File: config.mk
export PLATFORM = sky130hd
export DESIGN_NAME = repeater_lane_config_regs
export DESIGN_NICKNAME = d
export VERILOG_FILES = /design/src/include/repeater_cfg_pkg.sv /design/src/design/pin_sync.sv /design/src/design/repeater_lane_config_regs.sv
export VERILOG_INCLUDE_DIRS = /design/src /design/src/include
export SDC_FILE = /design/constraint.sdc
export NUM_CORES = 1
export LEC_CHECK = 0
export BUFFER_PORTS_ARGS = -buffer_cell sky130_fd_sc_hd__buf_2
export CORE_ASPECT_RATIO = 1.2
export CORE_MARGIN = 5
export CORE_UTILIZATION = 58
export DETAILED_ROUTE_END_ITERATION = 10
export MAX_ROUTING_LAYER = met4
export PLACE_DENSITY = 0.82
export SYNTH_ARGS = -nofsm -noshare
export SYNTH_HDL_FRONTEND = slang
export SYNTH_SLANG_ARGS = --single-unit
File: constraint.sdc
create_clock -name i_mclk -period 2.9 [get_ports i_mclk]
set_clock_uncertainty 0.05 [all_clocks]
set_input_delay 0.58 -clock i_mclk [delete_from_list [all_inputs] [get_ports i_mclk]]
set_output_delay 0.58 -clock i_mclk [all_outputs]
set_load 0.02 [all_outputs]
File: src/include/repeater_cfg_defs.svh
// Register offsets, field positions, reset values and codes of the
// repeater configuration bank. Included by the package and the bank.
`ifndef REPEATER_CFG_DEFS_SVH
`define REPEATER_CFG_DEFS_SVH

// ----------------------------------------------------------------
// Register offsets
// ----------------------------------------------------------------
`define OFS_SOFT_RESET_CTRL       8'h00
`define OFS_LANE_SHUTDOWN_MASK    8'h01
`define OFS_SHUTDOWN_PIN_OVERRIDE 8'h02
`define OFS_PIN_CONTROL_OVERRIDE  8'h08
`define OFS_SQUELCH_SPEED_SELECT  8'h0e
`define OFS_CH0_RX_BOOST          8'h0f
`define OFS_CH0_TX_SWING          8'h10
`define OFS_CH0_TX_EMPHASIS       8'h11
`define OFS_CH0_SQUELCH_LEVEL     8'h12
`define OFS_STATUS_ROUTE          8'h4c
`define OFS_STATUS_PIN_MODE       8'h4e

// ----------------------------------------------------------------
// Field positions
// ----------------------------------------------------------------
`define BIT_SOFT_RESET            0
`define BIT_BLOCK_SHUTDOWN_PIN    0
`define BIT_BLOCK_IDLE_PIN        4
`define BIT_BLOCK_RATE_PIN        2
`define BIT_IDLE_AUTO             5
`define BIT_IDLE_SELECT           4
`define BIT_RATE_AUTO             1
`define BIT_RATE_SELECT           0
`define BIT_STATUS_PINS_OUT       0

// ----------------------------------------------------------------
// Reset values and codes
// ----------------------------------------------------------------
`define RST_LANE_SHUTDOWN_MASK    8'h00
`define RST_CH0_RX_BOOST          6'h20
`define RST_CH0_TX_SWING          6'h03
`define RST_CH0_TX_EMPHASIS       8'h03
`define RST_CH0_SQUELCH_LEVEL     4'h0
`define RST_STATUS_ROUTE          2'h0
`define TX_EMPHASIS_RESERVED      8'hc0
`define STATUS_ROUTE_RATE         2'h3
`define SMB_ADDR_BASE             3'h5

`endif

File: src/include/repeater_cfg_pkg.sv
// Types shared by the repeater configuration bank.
// Assumes the constants header sits on the include path.
`include "repeater_cfg_defs.svh"

package repeater_cfg_pkg;

  // ----------------------------------------------------------------
  // Management serial slave states
  // ----------------------------------------------------------------
  typedef enum logic [3:0] {
    ST_IDLE, ST_ADDR, ST_ACK_ADDR, ST_REG, ST_ACK_REG,
    ST_WDATA, ST_ACK_WR, ST_RDATA, ST_RACK, ST_RLOAD
  } smb_state_type;

  // ----------------------------------------------------------------
  // Stored configuration
  // ----------------------------------------------------------------
  typedef struct packed {
    logic [7:0] lane_mask;
    logic       block_shutdown_pin;
    logic       block_idle_pin;
    logic       block_rate_pin;
    logic       idle_auto;
    logic       idle_select;
    logic       rate_auto;
    logic       rate_select;
    logic [5:0] rx_boost;
    logic [5:0] tx_swing;
    logic [7:0] tx_emphasis;
    logic [3:0] squelch_level;
    logic [1:0] status_route;
    logic       status_pins_out;
  } cfg_type;

endpackage : repeater_cfg_pkg

File: src/design/pin_sync.sv
// Two-flop synchroniser for a vector of independent level inputs.
// Assumes each bit is a slow level; no bit-to-bit coherence is given.
`timescale 1ns/10ps
`default_nettype none

module pin_sync #(
  parameter int WIDTH = 1
) (
  input  wire logic             i_mclk,
  input  wire logic             i_rst_n,
  input  wire logic [WIDTH-1:0] i_async,
  output logic      [WIDTH-1:0] o_sync
);

  typedef struct packed {
    logic [WIDTH-1:0] stage1;
    logic [WIDTH-1:0] stage2;
  } sync_state_type;

  sync_state_type q;
  sync_state_type d;

  always_comb begin
    d        = q;
    d.stage1 = i_async;
    d.stage2 = q.stage1;
  end

  always_ff @(posedge i_mclk or negedge i_rst_n) begin
    if (!i_rst_n) begin
      q <= '0;
    end else begin
      q <= d;
    end
  end

  assign o_sync = q.stage2;

endmodule : pin_sync

`default_nettype wire

File: src/design/repeater_lane_config_regs.sv
// Configuration register bank of a multi-lane repeater with its
// management serial slave, pin overrides and rate status pins.
// Assumes open-drain resolution of the data line and pull-ups outside.
//
// Notes on behaviour
// Soft reset bit restores every register default
// Mask bits power down individual lanes
// Override bit zero lets power-down pin rule
// Idle override bit blocks idle pin
// Rate override bit blocks rate pin
// Idle auto bit chooses automatic idle detect
// Manual idle: one mutes, zero keeps output
// Rate auto or forced low/high range
// Boost field: enable, gain stage, boost step
// Boost resets to bypass code
// Swing field codes, default lowest swing
// Emphasis type bit and level field
// Reserved emphasis code is never stored
// Squelch de-assert and assert level codes
// Host writes route code for rate status
// Status pin high means high rate
// Serial access only with enable pin high
// Pin mode bit makes status pins outputs
// Host writes reserved bits as zero
`timescale 1ns/10ps
`default_nettype none
`include "repeater_cfg_defs.svh"

module repeater_lane_config_regs (
  input  wire logic       i_mclk,
  input  wire logic       i_rst_n,
  input  wire logic       i_scl,
  input  wire logic       i_sda,
  output logic            o_sda,
  output logic            o_sda_oe,
  input  wire logic       i_serial_config_enable,
  input  wire logic [1:0] i_addr_lo,
  input  wire logic       i_power_down_pin,
  input  wire logic       i_idle_pin,
  input  wire logic       i_rate_pin,
  input  wire logic [7:0] i_rate_detect,
  input  wire logic [3:0] i_gpio,
  output logic      [3:0] o_gpio,
  output logic      [3:0] o_gpio_oe,
  output logic      [7:0] o_lane_shutdown,
  output logic            o_power_down,
  output logic            o_idle_auto,
  output logic            o_idle_mute,
  output logic            o_rate_auto,
  output logic            o_rate_high,
  output logic            o_rx_boost_enable,
  output logic      [1:0] o_gain_stage,
  output logic      [2:0] o_boost_step,
  output logic      [5:0] o_tx_swing,
  output logic            o_tx_emphasis_type,
  output logic      [6:0] o_tx_emphasis_level,
  output logic      [1:0] o_squelch_deassert,
  output logic      [1:0] o_squelch_assert
);
  import repeater_cfg_pkg::*;

  // ----------------------------------------------------------------
  // State
  // ----------------------------------------------------------------
  typedef struct packed {
    smb_state_type fsm;
    logic [2:0]    bcnt;
    logic [7:0]    shreg;
    logic [7:0]    ptr;
    logic          rw;
    logic          drive;
    logic          scl_prev;
    logic          sda_prev;
    cfg_type       cfg;
    logic          power_down;
    logic          idle_auto;
    logic          idle_mute;
    logic          rate_auto;
    logic          rate_high;
    logic [3:0]    gpio;
  } bank_state_type;

  localparam cfg_type CFG_DEFAULT = '{
    lane_mask:          `RST_LANE_SHUTDOWN_MASK,
    block_shutdown_pin: 1'b0,
    block_idle_pin:     1'b0,
    block_rate_pin:     1'b0,
    idle_auto:          1'b0,
    idle_select:        1'b0,
    rate_auto:          1'b0,
    rate_select:        1'b0,
    rx_boost:           `RST_CH0_RX_BOOST,
    tx_swing:           `RST_CH0_TX_SWING,
    tx_emphasis:        `RST_CH0_TX_EMPHASIS,
    squelch_level:      `RST_CH0_SQUELCH_LEVEL,
    status_route:       `RST_STATUS_ROUTE,
    status_pins_out:    1'b0
  };

  bank_state_type q;
  bank_state_type d;

  logic [17:0] async_in;
  logic [17:0] sync_out;
  logic        scl_s;
  logic        sda_s;
  logic        pd_pin_s;
  logic        idle_pin_s;
  logic        rate_pin_s;
  logic        enable_s;
  logic [1:0]  addr_lo_s;
  logic [1:0]  addr_hi_s;
  logic [7:0]  rate_s;
  logic        wr_en;
  logic [7:0]  wr_addr;
  logic [7:0]  wr_data;
  logic [7:0]  rd_data;
  logic [7:0]  byte_in;
  logic [6:0]  dev_addr;
  logic        scl_rise;
  logic        scl_fall;

  // ----------------------------------------------------------------
  // Pin synchronisers
  // ----------------------------------------------------------------
  assign async_in = {i_rate_detect, i_gpio[3:2], i_addr_lo, i_serial_config_enable,
                     i_rate_pin, i_idle_pin, i_power_down_pin, i_sda, i_scl};

  pin_sync #(
    .WIDTH (18)
  ) u_pin_sync (
    .i_mclk  (i_mclk),
    .i_rst_n (i_rst_n),
    .i_async (async_in),
    .o_sync  (sync_out)
  );

  assign {rate_s, addr_hi_s, addr_lo_s, enable_s, rate_pin_s, idle_pin_s,
          pd_pin_s, sda_s, scl_s} = sync_out;

  // ----------------------------------------------------------------
  // Read multiplexer
  // ----------------------------------------------------------------
  always_comb begin
    rd_data = 8'h00;
    case (q.ptr)
      `OFS_LANE_SHUTDOWN_MASK:    rd_data = q.cfg.lane_mask;
      `OFS_SHUTDOWN_PIN_OVERRIDE: rd_data = {7'h00, q.cfg.block_shutdown_pin};
      `OFS_PIN_CONTROL_OVERRIDE:  rd_data = {3'h0, q.cfg.block_idle_pin, 1'b0,
                                             q.cfg.block_rate_pin, 2'h0};
      `OFS_SQUELCH_SPEED_SELECT:  rd_data = {2'h0, q.cfg.idle_auto, q.cfg.idle_select, 2'h0,
                                             q.cfg.rate_auto, q.cfg.rate_select};
      `OFS_CH0_RX_BOOST:          rd_data = {2'h0, q.cfg.rx_boost};
      `OFS_CH0_TX_SWING:          rd_data = {2'h0, q.cfg.tx_swing};
      `OFS_CH0_TX_EMPHASIS:       rd_data = q.cfg.tx_emphasis;
      `OFS_CH0_SQUELCH_LEVEL:     rd_data = {4'h0, q.cfg.squelch_level};
      `OFS_STATUS_ROUTE:          rd_data = {q.cfg.status_route, 6'h00};
      `OFS_STATUS_PIN_MODE:       rd_data = {7'h00, q.cfg.status_pins_out};
      default:                    rd_data = 8'h00;
    endcase
  end

  // ----------------------------------------------------------------
  // Serial slave, register writes and output control
  // ----------------------------------------------------------------
  always_comb begin
    d        = q;
    wr_en    = 1'b0;
    wr_addr  = q.ptr;
    byte_in  = {q.shreg[6:0], sda_s};
    wr_data  = byte_in;
    scl_rise = scl_s & ~q.scl_prev;
    scl_fall = ~scl_s & q.scl_prev;
    dev_addr = {`SMB_ADDR_BASE, (q.cfg.status_pins_out ? 2'h0 : addr_hi_s), addr_lo_s};
    d.scl_prev = scl_s;
    d.sda_prev = sda_s;

    if (!enable_s) begin
      d.fsm   = ST_IDLE;
      d.drive = 1'b0;
    end else if (scl_s && q.scl_prev && q.sda_prev && !sda_s) begin
      d.fsm   = ST_ADDR;
      d.bcnt  = 3'h0;
      d.drive = 1'b0;
    end else if (scl_s && q.scl_prev && !q.sda_prev && sda_s) begin
      d.fsm   = ST_IDLE;
      d.drive = 1'b0;
    end else if (scl_rise) begin
      case (q.fsm)
        ST_ADDR: begin
          d.shreg = byte_in;
          d.bcnt  = q.bcnt + 3'h1;
          if (q.bcnt == 3'h7) begin
            if (byte_in[7:1] == dev_addr) begin
              d.rw  = byte_in[0];
              d.fsm = ST_ACK_ADDR;
            end else begin
              d.fsm = ST_IDLE;
            end
          end
        end
        ST_REG: begin
          d.shreg = byte_in;
          d.bcnt  = q.bcnt + 3'h1;
          if (q.bcnt == 3'h7) begin
            d.ptr = byte_in;
            d.fsm = ST_ACK_REG;
          end
        end
        ST_WDATA: begin
          d.shreg = byte_in;
          d.bcnt  = q.bcnt + 3'h1;
          if (q.bcnt == 3'h7) begin
            wr_en = 1'b1;
            d.fsm = ST_ACK_WR;
          end
        end
        ST_RDATA: begin
          d.bcnt = q.bcnt + 3'h1;
          if (q.bcnt == 3'h7) begin
            d.fsm = ST_RACK;
          end
        end
        ST_RACK: begin
          if (!sda_s) begin
            d.ptr = q.ptr + 8'h01;
            d.fsm = ST_RLOAD;
          end else begin
            d.fsm = ST_IDLE;
          end
        end
        default: begin
        end
      endcase
    end else if (scl_fall) begin
      case (q.fsm)
        ST_ACK_ADDR: begin
          if (!q.drive) begin
            d.drive = 1'b1;
          end else if (q.rw) begin
            d.shreg = rd_data;
            d.drive = ~rd_data[7];
            d.bcnt  = 3'h0;
            d.fsm   = ST_RDATA;
          end else begin
            d.drive = 1'b0;
            d.bcnt  = 3'h0;
            d.fsm   = ST_REG;
          end
        end
        ST_ACK_REG: begin
          d.drive = ~q.drive;
          if (q.drive) begin
            d.bcnt = 3'h0;
            d.fsm  = ST_WDATA;
          end
        end
        ST_ACK_WR: begin
          d.drive = ~q.drive;
          if (q.drive) begin
            d.bcnt = 3'h0;
            d.ptr  = q.ptr + 8'h01;
            d.fsm  = ST_WDATA;
          end
        end
        ST_RDATA: begin
          d.shreg = {q.shreg[6:0], 1'b0};
          d.drive = ~q.shreg[6];
        end
        ST_RACK: begin
          d.drive = 1'b0;
        end
        ST_RLOAD: begin
          d.shreg = rd_data;
          d.drive = ~rd_data[7];
          d.bcnt  = 3'h0;
          d.fsm   = ST_RDATA;
        end
        default: begin
        end
      endcase
    end

    if (wr_en) begin
      case (wr_addr)
        `OFS_SOFT_RESET_CTRL: begin
          if (wr_data[`BIT_SOFT_RESET]) begin
            d.cfg = CFG_DEFAULT;
          end
        end
        `OFS_LANE_SHUTDOWN_MASK:    d.cfg.lane_mask = wr_data;
        `OFS_SHUTDOWN_PIN_OVERRIDE: d.cfg.block_shutdown_pin = wr_data[`BIT_BLOCK_SHUTDOWN_PIN];
        `OFS_PIN_CONTROL_OVERRIDE: begin
          d.cfg.block_idle_pin = wr_data[`BIT_BLOCK_IDLE_PIN];
          d.cfg.block_rate_pin = wr_data[`BIT_BLOCK_RATE_PIN];
        end
        `OFS_SQUELCH_SPEED_SELECT: begin
          d.cfg.idle_auto   = wr_data[`BIT_IDLE_AUTO];
          d.cfg.idle_select = wr_data[`BIT_IDLE_SELECT];
          d.cfg.rate_auto   = wr_data[`BIT_RATE_AUTO];
          d.cfg.rate_select = wr_data[`BIT_RATE_SELECT];
        end
        `OFS_CH0_RX_BOOST:       d.cfg.rx_boost = wr_data[5:0];
        `OFS_CH0_TX_SWING:       d.cfg.tx_swing = wr_data[5:0];
        `OFS_CH0_TX_EMPHASIS: begin
          if (wr_data != `TX_EMPHASIS_RESERVED) begin
            d.cfg.tx_emphasis = wr_data;
          end
        end
        `OFS_CH0_SQUELCH_LEVEL:  d.cfg.squelch_level = wr_data[3:0];
        `OFS_STATUS_ROUTE:       d.cfg.status_route = wr_data[7:6];
        `OFS_STATUS_PIN_MODE:    d.cfg.status_pins_out = wr_data[`BIT_STATUS_PINS_OUT];
        default: begin
        end
      endcase
    end

    d.power_down = ~q.cfg.block_shutdown_pin & pd_pin_s;
    if (q.cfg.block_idle_pin) begin
      d.idle_auto = q.cfg.idle_auto;
      d.idle_mute = ~q.cfg.idle_auto & q.cfg.idle_select;
    end else begin
      d.idle_auto = 1'b0;
      d.idle_mute = idle_pin_s;
    end
    if (q.cfg.block_rate_pin) begin
      d.rate_auto = q.cfg.rate_auto;
      d.rate_high = ~q.cfg.rate_auto & q.cfg.rate_select;
    end else begin
      d.rate_auto = 1'b0;
      d.rate_high = rate_pin_s;
    end
    if (q.cfg.status_route == `STATUS_ROUTE_RATE) begin
      d.gpio = {rate_s[5] | rate_s[7], rate_s[4] | rate_s[6],
                rate_s[1] | rate_s[3], rate_s[0] | rate_s[2]};
    end else begin
      d.gpio = 4'h0;
    end
  end

  always_ff @(posedge i_mclk or negedge i_rst_n) begin
    if (!i_rst_n) begin
      q     <= '0;
      q.fsm <= ST_IDLE;
      q.cfg <= CFG_DEFAULT;
    end else begin
      q <= d;
    end
  end

  // ----------------------------------------------------------------
  // Outputs
  // ----------------------------------------------------------------
  assign o_sda               = 1'b0;
  assign o_sda_oe            = q.drive;
  assign o_gpio              = q.gpio;
  assign o_gpio_oe           = {4{q.cfg.status_pins_out}};
  assign o_lane_shutdown     = q.cfg.lane_mask;
  assign o_power_down        = q.power_down;
  assign o_idle_auto         = q.idle_auto;
  assign o_idle_mute         = q.idle_mute;
  assign o_rate_auto         = q.rate_auto;
  assign o_rate_high         = q.rate_high;
  assign o_rx_boost_enable   = q.cfg.rx_boost[5];
  assign o_gain_stage        = q.cfg.rx_boost[4:3];
  assign o_boost_step        = q.cfg.rx_boost[2:0];
  assign o_tx_swing          = q.cfg.tx_swing;
  assign o_tx_emphasis_type  = q.cfg.tx_emphasis[7];
  assign o_tx_emphasis_level = q.cfg.tx_emphasis[6:0];
  assign o_squelch_deassert  = q.cfg.squelch_level[3:2];
  assign o_squelch_assert    = q.cfg.squelch_level[1:0];
endmodule : repeater_lane_config_regs

`default_nettype wire

==> metrics.md <==
| Metric | Value |
|---|---|
| Clock Pin Slew Worst Setup and Hold Paths | `about 0.06 ns` |
| Final design utilization | `a little under 70%` |
| Critical Path RT | `approximately 3.2 ns` |
| Worst path cell trace | `inv_1 -> ha_1 -> o211ai_1 -> a211oi_1 -> nand4_1 -> a31oi_1` |
| Ys flop type | `dfrtp_1` |
| PD cells | `657 mW/mm^2` |
| Share of power burned in registers | `approximately 43%` |
| First-pass GRT wire length | `23,200 um` |
| Min Tclk post-route | `around 2.7 ns` |
| # nets final | `between 600 and 700` |
| Iter 0 DRT Violations | `between 400 and 500` |
| Max_cap viols | `0` |
| Finished Cell Area | `~0.0065 mm^2` |
| Post-Syn Instances | `about 540` |
| Core Footprint | `0.00956 mm^2` |
| Drt total wl | `about 15,000 um` |
| Internal | `0.00310 W` |
| Synthesized Nets | `between 500 and 600` |
| Largest net degree at the start of global routing | `114` |
| DRC viols | `0` |
| Post-synthesis cell type count | `72` |
| Placed Instance Area | `~0.0059 mm^2` |
| Diode count | `0` |
| Sw Ratio | `between 20% and 30%` |
| GRT Total Usage | `25.9%` |
| Clk Latency, worst-skew pair | `about 0.41 ns` |
| CTS buffer count | `17` |
| Final worst slack | `0.245 ns` |
| Vias per inst | `6.40` |
| Status | `complete, no violations` |
| Worst-path fanout max | `13` |
| Post-CTS setup repair buffer count | `0` |
| CTS tree | `built` |
| Place WS | `approximately 0.38 ns` |
| Initial antenna violation count | `0` |
| CTS Hold Bufs | `0` |
| DIE HEIGHT | `between 100 and 150 um` |
| Max-slew violations | `0` |
| Slew @ Worst Pin | `around 0.76 ns` |
| Initial Utilization | `between 50% and 60%` |
| Final setup vio count | `0` |
| Chip width | `100 um` |
| Lkg Pwr | `slightly below 3 nW` |
| Synth Register Bits | `113` |
| Post-Syn Area per Cell | `approximately 10 um^2` |
| Post-synthesis sequential area ratio | `49.9%` |
| Grt ovf | `0` |
| Slew HR | `49.3%` |
| Post-Synth XOR/XNOR Area | `under 10%` |
| Number of flops mapped to enable cells by yosys | `0` |
| Seq. cell area | `0.00283 mm^2` |
| First-pass DRT Iterations | `6` |
| # rows | `39` |
| Synth-to-layout area growth | `13.7%` |
| Peak VDD IR | `0.530 mV` |
| Power Total | `~0.0042 W` |
| Yosys warnings | `0` |
| Switch Pwr | `about 0.0011 W` |
| Vias | `4,524` |
| Fmax | `between 0.3 and 0.4 GHz` |
| Critical Path Source Type | `flip-flop` |
| Fraction of registers with async set/reset | `100%` |
| Ratio of final minimum period to clock period | `between 90% and 100%` |
| Clock root buffer | `clkbuf_16` |
| Layout cells sized above 1 | `roughly a quarter` |
| # H-tree levels | `4` |
| Setup TNS | `0 ns` |
| Post-cts sizing count | `0` |
| Clock sinks | `between 100 and 150` |
| Critical path data arrival time | `slightly below 3 ns` |
| CP Capture Type | `flip-flop` |
| IO buf count | `65` |
| Comb power frac | `under 10%` |
| Post-Synth Adder-Cell Area | `1.98%` |
| Routed length per placed instance | `roughly 21 um` |
| Vias in the first global route | `between 4,000 and 5,000` |
| Top Family by Delay on Critical Path | `compound AO/OA/AOI/OAI gates` |
| Simple-Gate Fraction of Synth Area | `around 15%` |
| IO Pins | `69` |
| RSZ-0062 raised after global routing | `false` |
| Mux contribution to synthesized area | `1.87%` |
| Slowest-stage cell, CP | `a211oi_1` |
| Crit path buffers/inverters | `1` |
| GPL Wtd Cong | `a little over 0.9` |
| Routed Antenna Nets | `0` |
| Layout fillers | `721` |
| Complex-gate fraction of the synthesized area | `between 20% and 30%` |
| Min-Delay Path Class | `in -> async` |
| Die footprint | `about 0.012 mm^2` |
| Cell Area, Synth | `roughly 0.0057 mm^2` |
| Multi-input gate area | `~0.0023 mm^2` |
| Clock network power share | `between 40% and 50%` |
| Largest family of logic cells by synthesized area | `compound AO/OA/AOI/OAI gates` |
| Slowest stage delay, CP | `about 0.7 ns` |
| HPWL Detailed | `9940 um` |
| Crit Path Category | `reg -> reg` |
| Clock buffer depth | `2` |
| Final Hold Vio Count | `0` |
-- synth_stat cells (5+ instances only) --
library cell / n / share of area (%)
dfrtp_1: 108 / 48
a22o_1: 41 / 6.3
buf_4: 39 / 5.2
nand2_1: 35 / 2.3
a21oi_1: 27 / 2.4
nor2_1: 26 / 1.7
inv_1: 19 / 1.3
o21ai_0: 15 / 1.3
clkbuf_1: 14 / 0.92
nand3_1: 14 / 1.2
nor3_1: 13 / 1.1
buf_2: 11 / 0.97
a22oi_1: 10 / 1.3
nand2b_1: 10 / 1.1
ha_1: 9 / 2.0
a31oi_1: 8 / 0.88
o211ai_1: 8 / 1.1
nor4_1: 7 / 0.77
buf_1: 6 / 0.40
nor2b_1: 6 / 0.66
a2bb2oi_1: 5 / 0.77
and3_1: 5 / 0.55
and3b_1: 5 / 0.77
dfstp_2: 5 / 2.3
mux2_2: 5 / 0.99
mux2i_1: 5 / 0.88
o21ai_1: 5 / 0.44
-- worst register-to-register path: stages (launching register included) --
cell	delay, ns
dfrtp_1	0.44
inv_1	0.16
ha_1	0.50
o211ai_1	0.20
a211oi_1	0.70
nand4_1	0.20
a31oi_1	0.30
-- power groups by stage --
stage / Clock (W) / Combinational, W / Sequential (W)
2_1_floorplan: 0 / 0.000269 / 0.00171
3_3_place_gp: 0 / 0.000287 / 0.00185
3_5_place_dp: 0 / 0.000298 / 0.00186
4_1_cts: 0.00213 / 0.000304 / 0.00183
5_1_grt: 0.00221 / 0.000334 / 0.00184
6_report: 0.00210 / 0.000304 / 0.00184
-- per-stage QoR --
stage / hold WS (ns) / instances
floorplan: 0.234 / 542
global placement: 0.282 / 675
detailed placement: 0.286 / 675
CTS: 0.204 / 707
global route: 0.209 / 707
finish: 0.194 / 707
-- worst paths after layout --
check                                 start               endpoint  slack [ns]  depth (start not counted)
setup / recovery                 wr_addr[0]             byte_in[1]        0.25                          6
hold / removal                      i_rst_n             wr_addr[2]        0.19                          2
setup reg to reg                 wr_addr[0]             byte_in[1]        0.25                          6
hold reg to reg            u_pin_sync.d[14]  u_pin_sync.o_sync[14]        0.30                          0
max in group asynchronous           i_rst_n                  q[11]        2.18                          2
min in group i_mclk               i_gpio[2]        u_pin_sync.d[8]        0.22                          1
-- per-layer routing --
layer	up-vias	track usage, %	wire, um
met5	-	-	0
met4	0	11.5	522
met3	52	5.77	877
met2	198	40.9	7340
met1	2266	31.7	5780
li1	2008	-	-
-- cell families after synthesis --
group                    Yosys count
XOR/XNOR                           7
flip-flops                       113
multiplexers                      10
adder cells (fa/ha/maj)            9
buffers and inverters             91
AND/OR/NAND/NOR                  150
other                              1
AO/OA/AOI/OAI                    161
-- layout make-up --
type	instances	share of cell area (%)
tap	123	2.38
clock buffer	19	7.01
multi-input combinational	338	36.1
inverter	19	1.10
sequential	113	43.9
clock inverter	13	2.32
timing repair buffer	82	7.24
-- state kept, by name (all words and copies together), names as in the netlist --
signal               count
o_sda_oe                 1
o_lane_shutdown          8
o_idle_auto              1
o_tx_emphasis_type       1
u_pin_sync.o_sync       18
o_tx_swing               6
o_rate_high              1
o_squelch_deassert       2
o_gpio                   4
o_squelch_assert         2
o_gpio_oe                1
o_idle_mute              1
o_power_down             1
o_boost_step             3
q                       19
o_tx_emphasis_level      7
o_gain_stage             2
o_rate_auto              1
u_pin_sync.d            18
o_rx_boost_enable        1
wr_addr                  8
byte_in                  7
-- placed cells by master, fill, tap and decap left out, types with 8 or more instances in the layout --
master,count
dfrtp_1,108
a31oi_1,8
nand2b_1,10
a21oi_1,27
buf_4,17
o21ai_0,15
inv_1,19
a22oi_1,10
a22o_1,41
buf_2,64
clkbuf_16,17
o211ai_1,8
nor3_1,13
ha_1,9
nor2_1,26
nand3_1,14
nand2_1,35
Power figures use the tool's default switching activity.
